<file path="src/rtl/asim_defines.svh">
`ifndef ASIM_DEFINES_SVH
`define ASIM_DEFINES_SVH

`define ASIM_CLK_HZ     50000000
`define ASIM_SCL_HZ     400000
// Quarter of a sensor-bus clock period, rounded up so the bus never runs fast
`define ASIM_QTR_CYC    ((`ASIM_CLK_HZ + 4 * `ASIM_SCL_HZ - 1) / (4 * `ASIM_SCL_HZ))
`define ASIM_GUARD_CYC  3'h4
`define ASIM_CH4        3'h4
`define ASIM_EXT_BYTES  24
`define ASIM_FIFO_BYTES 512
`define ASIM_BUF_DEPTH  2
`define ASIM_SYNC_RST   4'hf

`endif

</file>
<file path="src/rtl/asim_pkg.sv">
package asim_pkg;

    typedef struct packed {
        logic       en;
        logic       rd;
        logic       to_fifo;
        logic [6:0] dev;
        logic [7:0] reg_a;
        logic [7:0] wdata;
        logic [3:0] len;
    } asim_chan_cfg_t;

    typedef enum logic [2:0] {ST_IDLE, ST_START, ST_BYTE, ST_RSTART, ST_STOP} asim_state_t;

    typedef enum logic [2:0] {K_ADDRW, K_REG, K_ADDRR, K_RD, K_WR} asim_kind_t;

endpackage

</file>
<file path="src/rtl/asim_master.sv">
`timescale 1ns/1ps
`include "asim_defines.svh"
module asim_master
    import asim_pkg::*;
#(
    parameter int EXT_BYTES  = `ASIM_EXT_BYTES,
    parameter int FIFO_BYTES = `ASIM_FIFO_BYTES
) (
    input  wire logic                                 ref_clk,
    input  wire logic                                 sys_rst,
    input  wire logic                                 bypass_en,
    input  wire logic                                 spi_mode,
    input  wire logic                                 master_en,
    input  wire logic                                 sample_tick,
    input  wire logic                                 ch4_start,
    input  wire asim_chan_cfg_t [4:0]                 chan_cfg,
    input  wire logic                                 fifo_rd,
    input  wire logic                                 host_scl_i,
    input  wire logic                                 host_sda_i,
    input  wire logic                                 sensor_bus_clock_line_i,
    input  wire logic                                 sensor_bus_data_line_i,
    output logic                                      host_scl_o,
    output logic                                      host_scl_oe,
    output logic                                      host_sda_o,
    output logic                                      host_sda_oe,
    output logic                                      sensor_bus_clock_line_o,
    output logic                                      sensor_bus_clock_line_oe,
    output logic                                      sensor_bus_data_line_o,
    output logic                                      sensor_bus_data_line_oe,
    output logic                                      bypass_active,
    output logic [EXT_BYTES*8-1:0]                    ext_data,
    output logic [7:0]                                ch4_rdata,
    output logic                                      ch4_done,
    output logic                                      nack_evt,
    output logic                                      arb_lost_evt,
    output logic [7:0]                                fifo_rdata,
    output logic [$clog2(FIFO_BYTES+1)-1:0]           fifo_count
);
    localparam int QTR = `ASIM_QTR_CYC;
    localparam int QW  = $clog2(QTR);
    localparam int AW  = $clog2(FIFO_BYTES);
    localparam int CW  = $clog2(FIFO_BYTES + 1);
    localparam int IW  = $clog2(EXT_BYTES + 1);

    if (EXT_BYTES < 1 || EXT_BYTES > 24 || FIFO_BYTES < 2 || (FIFO_BYTES & (FIFO_BYTES - 1)) != 0)
    begin : g_bad_param
        $error("asim_master: EXT_BYTES must be 1..24, FIFO_BYTES a power of two");
    end

    function automatic logic [2:0] first_pend(input logic [4:0] p);
        first_pend = `ASIM_CH4;
        for (int i = 4; i >= 0; i--) begin
            if (p[i]) begin
                first_pend = 3'(i);
            end
        end
    endfunction

    logic [3:0]     s1_r;
    logic [3:0]     s2_r;
    logic           h_scl, h_sda, a_scl, a_sda;
    logic           byp_r, zero_r;
    logic [2:0]     gh_r, ga_r;
    asim_state_t    st_r;
    asim_kind_t     kind_r;
    logic [1:0]     ph_r;
    logic [3:0]     bit_r, left_r;
    logic [7:0]     sh_r;
    logic [2:0]     cur_r, pick_w;
    logic [4:0]     pend_r;
    logic [3:0]     req_mask;
    logic [IW-1:0]  idx_r;
    logic [QW-1:0]  q_r;
    logic           m_scl_lo_r, m_sda_lo_r, ack_r;
    logic           qtick, rx, to_fifo, push_ok, want_push, tick_ok;
    logic           buf_in_valid, buf_in_ready, buf_out_valid, buf_out_ready;
    logic [7:0]     buf_out_data;
    logic           f_push, f_pop;
    logic [7:0]     fmem [FIFO_BYTES];
    logic [AW-1:0]  fwp_r, frp_r;
    asim_chan_cfg_t cfg;

    assign {h_scl, h_sda, a_scl, a_sda} = s2_r;

    always_ff @(posedge ref_clk or posedge sys_rst) begin
        if (sys_rst) begin
            s1_r <= `ASIM_SYNC_RST;
            s2_r <= `ASIM_SYNC_RST;
        end else begin
            s1_r <= {host_scl_i, host_sda_i, sensor_bus_clock_line_i, sensor_bus_data_line_i};
            s2_r <= s1_r;
        end
    end

    // Open-drain pins only ever pull low; the data bits stay zero
    always_ff @(posedge ref_clk or posedge sys_rst) begin
        if (sys_rst) begin
            zero_r <= 1'b0;
        end else begin
            zero_r <= 1'b0;
        end
    end
    assign host_scl_o              = zero_r;
    assign host_scl_oe             = zero_r;
    assign host_sda_o              = zero_r;
    assign sensor_bus_clock_line_o = zero_r;
    assign sensor_bus_data_line_o  = zero_r;
    assign bypass_active           = byp_r;

    // Data relay works both ways; after one side is released its own echo is
    // ignored for a few cycles, otherwise the two sides would hold each other low
    always_ff @(posedge ref_clk or posedge sys_rst) begin
        if (sys_rst) begin
            byp_r                    <= 1'b0;
            sensor_bus_clock_line_oe <= 1'b0;
            sensor_bus_data_line_oe  <= 1'b0;
            host_sda_oe              <= 1'b0;
            gh_r                     <= '0;
            ga_r                     <= '0;
        end else begin
            byp_r                    <= bypass_en && !spi_mode;
            sensor_bus_clock_line_oe <= byp_r ? !h_scl : m_scl_lo_r;
            sensor_bus_data_line_oe  <= byp_r ? (!h_sda && !host_sda_oe && gh_r == '0)
                                              : m_sda_lo_r;
            host_sda_oe              <= byp_r && !a_sda && !sensor_bus_data_line_oe && ga_r == '0;
            gh_r <= host_sda_oe ? `ASIM_GUARD_CYC : (gh_r != '0 ? gh_r - 3'h1 : gh_r);
            ga_r <= sensor_bus_data_line_oe ? `ASIM_GUARD_CYC : (ga_r != '0 ? ga_r - 3'h1 : ga_r);
        end
    end

    always_comb begin
        for (int i = 0; i < 4; i++) begin
            req_mask[i] = chan_cfg[i].en && (!chan_cfg[i].rd || chan_cfg[i].len != 4'h0);
        end
    end

    assign cfg       = chan_cfg[cur_r];
    assign pick_w    = first_pend(pend_r);
    assign qtick     = q_r == QW'(QTR - 1);
    assign rx        = kind_r == K_RD;
    assign to_fifo   = cur_r != `ASIM_CH4 && cfg.to_fifo;
    assign push_ok   = !to_fifo || buf_in_ready;
    assign want_push = st_r == ST_BYTE && rx && bit_r == 4'd8 && ph_r == 2'd0 && qtick;
    assign tick_ok   = sample_tick && master_en && !byp_r;
    assign buf_in_valid = want_push && to_fifo;

    // Quarter-bit timer; cleared to zero while a released clock line is still low (stretching)
    always_ff @(posedge ref_clk or posedge sys_rst) begin
        if (sys_rst) begin
            q_r <= '0;
        end else if (st_r == ST_IDLE || (!m_scl_lo_r && !a_scl) || qtick) begin
            q_r <= '0;
        end else begin
            q_r <= q_r + 1'b1;
        end
    end

    always_ff @(posedge ref_clk or posedge sys_rst) begin
        if (sys_rst) begin
            st_r       <= ST_IDLE;
            kind_r     <= K_ADDRW;
            ph_r       <= '0;
            bit_r      <= '0;
            left_r     <= '0;
            sh_r       <= '0;
            cur_r      <= '0;
            pend_r     <= '0;
            idx_r      <= '0;
            ack_r      <= 1'b0;
            m_scl_lo_r <= 1'b0;
            m_sda_lo_r <= 1'b0;
            nack_evt   <= 1'b0;
            arb_lost_evt <= 1'b0;
            ch4_done   <= 1'b0;
            ch4_rdata  <= '0;
            ext_data   <= '0;
        end else begin
            nack_evt     <= 1'b0;
            arb_lost_evt <= 1'b0;
            ch4_done     <= 1'b0;
            if (byp_r) begin
                st_r       <= ST_IDLE;
                m_scl_lo_r <= 1'b0;
                m_sda_lo_r <= 1'b0;
            end else begin
                case (st_r)
                    ST_IDLE: begin
                        if (pend_r != 5'h0) begin
                            cur_r <= pick_w;
                            st_r  <= ST_START;
                            ph_r  <= 2'd0;
                        end
                    end
                    ST_START, ST_RSTART, ST_STOP: begin
                        if (qtick) begin
                            ph_r <= ph_r + 2'd1;
                            case (ph_r)
                                2'd0: m_sda_lo_r <= st_r == ST_STOP;
                                2'd1: begin
                                    if (st_r == ST_START) begin
                                        m_sda_lo_r <= 1'b1;
                                    end else begin
                                        m_scl_lo_r <= 1'b0;
                                    end
                                end
                                2'd2: m_sda_lo_r <= st_r != ST_STOP;
                                default: begin
                                    if (st_r == ST_STOP) begin
                                        st_r          <= ST_IDLE;
                                        pend_r[cur_r] <= 1'b0;
                                        ch4_done      <= cur_r == `ASIM_CH4;
                                    end else begin
                                        m_scl_lo_r <= 1'b1;
                                        st_r       <= ST_BYTE;
                                        bit_r      <= '0;
                                        kind_r     <= st_r == ST_START ? K_ADDRW : K_ADDRR;
                                        sh_r       <= {cfg.dev, st_r != ST_START};
                                    end
                                end
                            endcase
                        end
                    end
                    ST_BYTE: begin
                        if (qtick) begin
                            case (ph_r)
                                2'd0: begin
                                    // A full buffer stalls here with the clock held low
                                    if (push_ok) begin
                                        ph_r <= 2'd1;
                                        if (bit_r == 4'd8) begin
                                            m_sda_lo_r <= rx && left_r > 4'h1;
                                            if (rx && cur_r == `ASIM_CH4) begin
                                                ch4_rdata <= sh_r;
                                            end else if (rx && int'(idx_r) < EXT_BYTES) begin
                                                ext_data[int'(idx_r) * 8 +: 8] <= sh_r;
                                                idx_r <= idx_r + 1'b1;
                                            end
                                        end else begin
                                            m_sda_lo_r <= !rx && !sh_r[7];
                                        end
                                    end
                                end
                                2'd1: begin
                                    m_scl_lo_r <= 1'b0;
                                    ph_r       <= 2'd2;
                                end
                                2'd2: begin
                                    ph_r <= 2'd3;
                                    if (bit_r == 4'd8) begin
                                        ack_r <= a_sda;
                                    end else if (rx) begin
                                        sh_r <= {sh_r[6:0], a_sda};
                                    end else if (sh_r[7] && !a_sda) begin
                                        st_r          <= ST_IDLE;
                                        m_sda_lo_r    <= 1'b0;
                                        arb_lost_evt  <= 1'b1;
                                        pend_r[cur_r] <= 1'b0;
                                    end else begin
                                        sh_r <= {sh_r[6:0], 1'b0};
                                    end
                                end
                                default: begin
                                    m_scl_lo_r <= 1'b1;
                                    ph_r       <= 2'd0;
                                    bit_r      <= bit_r + 4'h1;
                                    if (bit_r == 4'd8) begin
                                        bit_r <= '0;
                                        if (rx) begin
                                            left_r <= left_r - 4'h1;
                                            if (left_r == 4'h1) begin
                                                st_r <= ST_STOP;
                                            end
                                        end else if (ack_r || kind_r == K_WR) begin
                                            st_r     <= ST_STOP;
                                            nack_evt <= ack_r;
                                        end else if (kind_r == K_ADDRW) begin
                                            kind_r <= K_REG;
                                            sh_r   <= cfg.reg_a;
                                        end else if (kind_r == K_ADDRR) begin
                                            kind_r <= K_RD;
                                            left_r <= cur_r == `ASIM_CH4 ? 4'h1 : cfg.len;
                                        end else if (cfg.rd) begin
                                            st_r <= ST_RSTART;
                                        end else begin
                                            kind_r <= K_WR;
                                            sh_r   <= cfg.wdata;
                                        end
                                    end
                                end
                            endcase
                        end
                    end
                    default: st_r <= ST_IDLE;
                endcase
            end
            // Written last so a new request wins over the clear of the old one
            for (int i = 0; i < 4; i++) begin
                if (tick_ok && req_mask[i]) begin
                    pend_r[i] <= 1'b1;
                end
            end
            if (tick_ok) begin
                idx_r <= '0;
            end
            if (ch4_start && master_en && !byp_r) begin
                pend_r[4] <= 1'b1;
            end
        end
    end

    asim_buf2 #(
        .W     (8),
        .DEPTH (`ASIM_BUF_DEPTH)
    ) u_buf (
        .ref_clk   (ref_clk),
        .sys_rst   (sys_rst),
        .in_valid  (buf_in_valid),
        .in_data   (sh_r),
        .in_ready  (buf_in_ready),
        .out_valid (buf_out_valid),
        .out_data  (buf_out_data),
        .out_ready (buf_out_ready)
    );

    assign buf_out_ready = fifo_count != CW'(FIFO_BYTES);
    assign f_push        = buf_out_valid && buf_out_ready;
    assign f_pop         = fifo_rd && fifo_count != '0;

    always_ff @(posedge ref_clk) begin
        if (f_push) begin
            fmem[fwp_r] <= buf_out_data;
        end
    end

    always_ff @(posedge ref_clk or posedge sys_rst) begin
        if (sys_rst) begin
            fwp_r      <= '0;
            frp_r      <= '0;
            fifo_count <= '0;
            fifo_rdata <= '0;
        end else begin
            if (f_push) begin
                fwp_r <= fwp_r + 1'b1;
            end
            if (f_pop) begin
                frp_r      <= frp_r + 1'b1;
                fifo_rdata <= fmem[frp_r];
            end
            fifo_count <= fifo_count + CW'(f_push) - CW'(f_pop);
        end
    end
endmodule

</file>
<file path="src/rtl/asim_buf2.sv">
`timescale 1ns/1ps

module asim_buf2 #(
    parameter int W     = 8,
    parameter int DEPTH = 2
) (
    input  wire logic         ref_clk,
    input  wire logic         sys_rst,
    input  wire logic         in_valid,
    input  wire logic [W-1:0] in_data,
    output logic              in_ready,
    output logic              out_valid,
    output logic [W-1:0]      out_data,
    input  wire logic         out_ready
);
    localparam int PW = (DEPTH > 1) ? $clog2(DEPTH) : 1;

    if (DEPTH < 2 || (DEPTH & (DEPTH - 1)) != 0) begin : g_bad_depth
        $error("asim_buf2: DEPTH must be a power of two, at least 2");
    end

    logic [W-1:0] mem_r [DEPTH];
    logic [PW-1:0] wp_r;
    logic [PW-1:0] rp_r;
    logic [PW:0]   cnt_r;
    logic          wr;
    logic          rd;

    assign in_ready  = cnt_r != (PW + 1)'(DEPTH);
    assign out_valid = cnt_r != '0;
    assign out_data  = mem_r[rp_r];
    assign wr        = in_valid && in_ready;
    assign rd        = out_valid && out_ready;

    always_ff @(posedge ref_clk) begin
        if (wr) begin
            mem_r[wp_r] <= in_data;
        end
    end

    always_ff @(posedge ref_clk or posedge sys_rst) begin
        if (sys_rst) begin
            wp_r  <= '0;
            rp_r  <= '0;
            cnt_r <= '0;
        end else begin
            if (wr) begin
                wp_r <= wp_r + 1'b1;
            end
            if (rd) begin
                rp_r <= rp_r + 1'b1;
            end
            cnt_r <= cnt_r + (PW + 1)'(wr) - (PW + 1)'(rd);
        end
    end
endmodule

</file>
<file path="config.mk">
export PLATFORM = sky130hd
export DESIGN_NAME = asim_master
export DESIGN_NICKNAME = d
export VERILOG_FILES = /design/src/rtl/asim_pkg.sv /design/src/rtl/asim_master.sv /design/src/rtl/asim_buf2.sv
export VERILOG_INCLUDE_DIRS = /design/src /design/src/rtl
export SDC_FILE = /design/constraint.sdc
export NUM_CORES = 2
export LEC_CHECK = 0
export BUFFER_PORTS_ARGS = -buffer_cell sky130_fd_sc_hd__buf_4
export CAP_MARGIN = 40
export CORE_MARGIN = 10
export CORE_UTILIZATION = 56
export CTS_CLUSTER_DIAMETER = 40
export DETAILED_ROUTE_END_ITERATION = 16
export PLACE_DENSITY = 0.75
export SETUP_SLACK_MARGIN = 0.15
export SLEW_MARGIN = 20
export SYNTH_ARGS = -nofsm -noshare
export SYNTH_HDL_FRONTEND = slang
export SYNTH_MEMORY_MAX_BITS = 65536
export SYNTH_SLANG_ARGS = --single-unit
</file>
<file path="constraint.sdc">
create_clock -name ref_clk -period 8.6 [get_ports ref_clk]
set_clock_uncertainty 0.05 [all_clocks]
set_input_delay 0 -clock ref_clk [delete_from_list [all_inputs] [get_ports ref_clk]]
set_output_delay 0 -clock ref_clk [all_outputs]
set_load 0.01 [all_outputs]
</file>
==> key figures <==
Setup path
  – Crit. End Element: register
  – Worst path buffer plus inverter count: 3
  – Delay-heaviest family, CP: compound AO/OA/AOI/OAI gates
  – Setup CP Type: register to register
  – Critical Path RT: between 9 and 10 ns
  – Critical Path AT: between 5 and 6 ns
  – Worst path slowest cell: dfrtp_4
  – Critical path's largest stage delay: approximately 0.8 ns
  – Startpoint types: register
  – Crit-path max FO: 118
  – CP Cell Sequence: buf_12, and2_2, buf_4, a221o_1, nor2_1, o21ai_0, o21ai_0, a2111oi_1, clkdlybuf4s15_2, a211oi_1
  – Most frequent CP cell: o21ai_0

Synth
  – Post-synthesis average cell area: slightly below 20 um2
  – Distinct cells, synth: between 80 and 90
  – Simple-gate area share of the yosys netlist: under 10%
  – Post-synth ARST share: 6.93%
  – Mapped Cells: around 8900
  – Mux share of post-synthesis cell area: 15.9%
  – EDFF count, synth: approximately 4100
  – Main combinational cell family by area after synthesis: multiplexers
  – Compound-Gate Fraction of Synth Area: roughly 3.5%
  – Synth Area in XOR/XNOR: less than 1%
  – Post-Synthesis Cell Area: around 0.17 mm2
  – Synth Register Bits: about 4400
  – Adder-Cell Fraction of Synth Area: less than 1%
  – Register area share after synthesis: 75.3%
  – Synth warn: 0
  – Most used DFF post-synth: edfxtp_1

Layout
  – Synthesis-to-finish area growth: 15.2%
  – Layout cells sized above 1: between 20% and 30%
  – Fin nets: 9782
  – Finished Cell Area: approximately 0.2 mm2
  – Most frequent cells in the layout: edfxtp_1 (4112), mux4_2 (968), nor2_1 (709)
  – # fillers: ~20000
  – Commonest non-fill, non-tap cell in the layout: edfxtp_1
  – Final design utilization: between 60 and 70%

Clock tree
  – Maximum clock path buffer count: 4
  – CTS Sinks: roughly 4400
  – CTS clk-pin slew, worst paths: around 0.060 ns
  – Cts bufs inserted: between 400 and 500
  – H-tree levels: 5
  – Worst skew pair latency: around 0.99 ns
  – Root buf cell: clkbuf_16
  – CTS tree: built

Die
  – Boundary Pins: 392
  – Core footprint: 0.309 mm2
  – Die Y-Extent: 578 um
  – Die footprint: about 0.33 mm2
  – Initial Util: a little under three fifths
  – Die Wd: 578 um
  – FP Rows: 204

Global routing
  – First-pass GRT wire length: a little under 700000 um
  – Number of global-route vias before repair: approximately 95000
  – Largest net degree at the start of global routing: between 200 and 250
  – GRT Total Usage: ~28%
  – Grt total ovfl: 0
  – Initial antenna violation count: 21

STA
  – Final setup vio count: 0
  – Fin Hold WS: between 0.06 and 0.07 ns
  – Max Fclk: a little under 200 MHz
  – Rel. slew slack: about a fifth
  – Hold Fails Final Rpt: 0
  – RSZ-0062 raised after global routing: no
  – Max Slew Vio Count: 0
  – Worst-Margin Slew: 1.22 ns
  – Fin Setup TNS: 0 ns
  – Final min period: 5.06 ns
  – Final period util: between 50 and 60%

Place
  – Placed Area: about 0.18 mm2
  – Number of port buffers: 380
  – DP Wirelength: roughly 290000 um
  – GP Congestion: 0.899

Drt
  – First-pass iteration count of the detailed router: 6
  – Vias/cell: 6.68
  – Vias post-DR: 94413
  – WL met2: 226000 um
  – Met3 routed WL: ~56000 um
  – DRT antenna net count: 0
  – Drt wl/cell: between 30 and 40 um
  – Top routing layer used: met5
  – DR iter-0 viols: around 13000
  – Detailed Route WL: approximately 480000 um
  – DRC viols: 0
  – Metal-1 WL: ~170000 um

Power
  – Total power: 54.8 mW
  – IR drop worst, VDD: around 0.29 mV
  – Leak Pwr: roughly 64 nW
  – Power Density: 273 mW/mm2

Run
  – Max cap viols: 0

Worst hold path
  – Hold Crit Class: input pin to asynchronous set/reset pin

Run status
  – Status: complete, no violations
## worst register-to-register path: stages (launching register included)
cell and delay, ns:
dfrtp_4 0.79, buf_12 0.58, and2_2 0.74, buf_4 0.63, a221o_1 0.31, nor2_1 0.06
o21ai_0 0.28, o21ai_0 0.26, a2111oi_1 0.76, clkdlybuf4s15_2 0.36, a211oi_1 0.09
## final cells by class
| type | count | area (um2) | area share, % |
|---|---|---|---|
| flip-flops and latches | 4418 | 131000 | 65.4 |
| multi-input cells | 3839 | 40700 | 20.3 |
| clock buffers | 547 | 12400 | 6.16 |
| repair buffers | 781 | 7020 | 3.50 |
| well taps | 4120 | 5150 | 2.57 |
| clock inverters | 340 | 3920 | 1.95 |
| inverters | 61 | 245 | 0.122 |
| diodes | 28 | 70.1 | 0.0349 |
## metrics by stage
step | setup WS (ns) | std cells
finish | 3.54 | 14134
global route | 3.58 | 14111
CTS | 3.66 | 14019
detailed placement | 3.69 | 13044
global placement | 3.51 | 12999
floorplan | 3.45 | 8864
## cell families after synthesis
family          after synthesis
flops                      4418
mux                        1538
simple gates               1322
compound gates              896
buf+inv                     607
fa+ha+maj                    40
xor+xnor                     38
other cells                   1
## registers in the layout (all words and copies together) (netlist names), 5 cells and up
register	flops
pend_r	5
fmem	4096
fifo_count	10
ext_data	192
ch4_rdata	8
fwp_r	9
fifo_rdata	8
sh_r	8
idx_r	5
q_r	5
u_buf.mem_r	16
frp_r	9
## cells in the mapped netlist, types with 6 or more instances
| library cell | number | area [um2] |
|---|---|---|
| o21ai_0 | 182 | 911 |
| ha_1 | 39 | 488 |
| nor4_1 | 17 | 106 |
| nand4_1 | 15 | 93.8 |
| nand2b_1 | 20 | 125 |
| nor3b_1 | 7 | 52.6 |
| a311oi_1 | 6 | 52.6 |
| a21oi_1 | 160 | 801 |
| a22oi_1 | 76 | 571 |
| mux2_2 | 129 | 1450 |
| a2111oi_0 | 8 | 70.1 |
| buf_4 | 74 | 556 |
| dfstp_2 | 8 | 210 |
| mux2i_1 | 437 | 4370 |
| edfxtp_1 | 4112 | 123000 |
| nor3_1 | 63 | 315 |
| buf_2 | 106 | 531 |
| dfrtp_1 | 298 | 7460 |
| a221o_1 | 25 | 250 |
| inv_1 | 57 | 214 |
| nor2b_1 | 22 | 138 |
| a31oi_1 | 23 | 144 |
| and3_1 | 16 | 100 |
| o2111ai_1 | 6 | 52.6 |
| clkbuf_1 | 285 | 1070 |
| nor2_2 | 8 | 50.1 |
| o22ai_1 | 65 | 407 |
| o31ai_1 | 80 | 601 |
| mux4_2 | 968 | 21800 |
| xnor2_1 | 26 | 228 |
| o211ai_1 | 11 | 82.6 |
| and2_1 | 13 | 81.3 |
| nor2_1 | 713 | 2680 |
| buf_1 | 79 | 297 |
| a221oi_1 | 84 | 736 |
| a211oi_1 | 37 | 278 |
| o221ai_1 | 81 | 709 |
| nand2_1 | 341 | 1280 |
| nand3_1 | 57 | 285 |
| a22o_1 | 6 | 52.6 |
| xor2_1 | 12 | 105 |
## timing repair
item | 4_1_cts | 5_1_grt
setup buffers | 0 | 0
gates resized for setup | 0 | 0
hold buffers | 88 | 0
hold endpoints to repair | 240 | 0
endpoints found under the setup margin | 0 | 0
## per-layer routing
metal	vias to the layer above	track usage [%]
met5	-	0
met4	8	14.9
met3	1250	7.12
met2	6585	44.0
met1	48792	36.8
li1	37778	-
## power by group
part / switching [mW] / leakage [nW] / internal, mW
logic: 6.77 / 16.1 / 3.65
registers: 0.226 / 40.1 / 23.3
clock network: 8.72 / 7.82 / 12.2
## path summary, 6_finish.rpt
| path | slack (ns) | cells past startpoint | end | start |
|---|---|---|---|---|
| worst max-delay path | 3.54 | 10 | fifo_rdata[5] | frp_r[1] |
| min in group ref_clk | 0.06 | 6 | left_r[2] | chan_cfg[32] |
| worst min register to register | 0.30 | 0 | s2_r[1] | s1_r[1] |
| worst min-delay path | 0.06 | 4 | ch4_done | sys_rst |
| worst max register to register | 3.54 | 10 | fifo_rdata[5] | frp_r[1] |
| max in group asynchronous | 6.46 | 8 | ext_data[178] | sys_rst |
(Power assumes the default switching activity.)
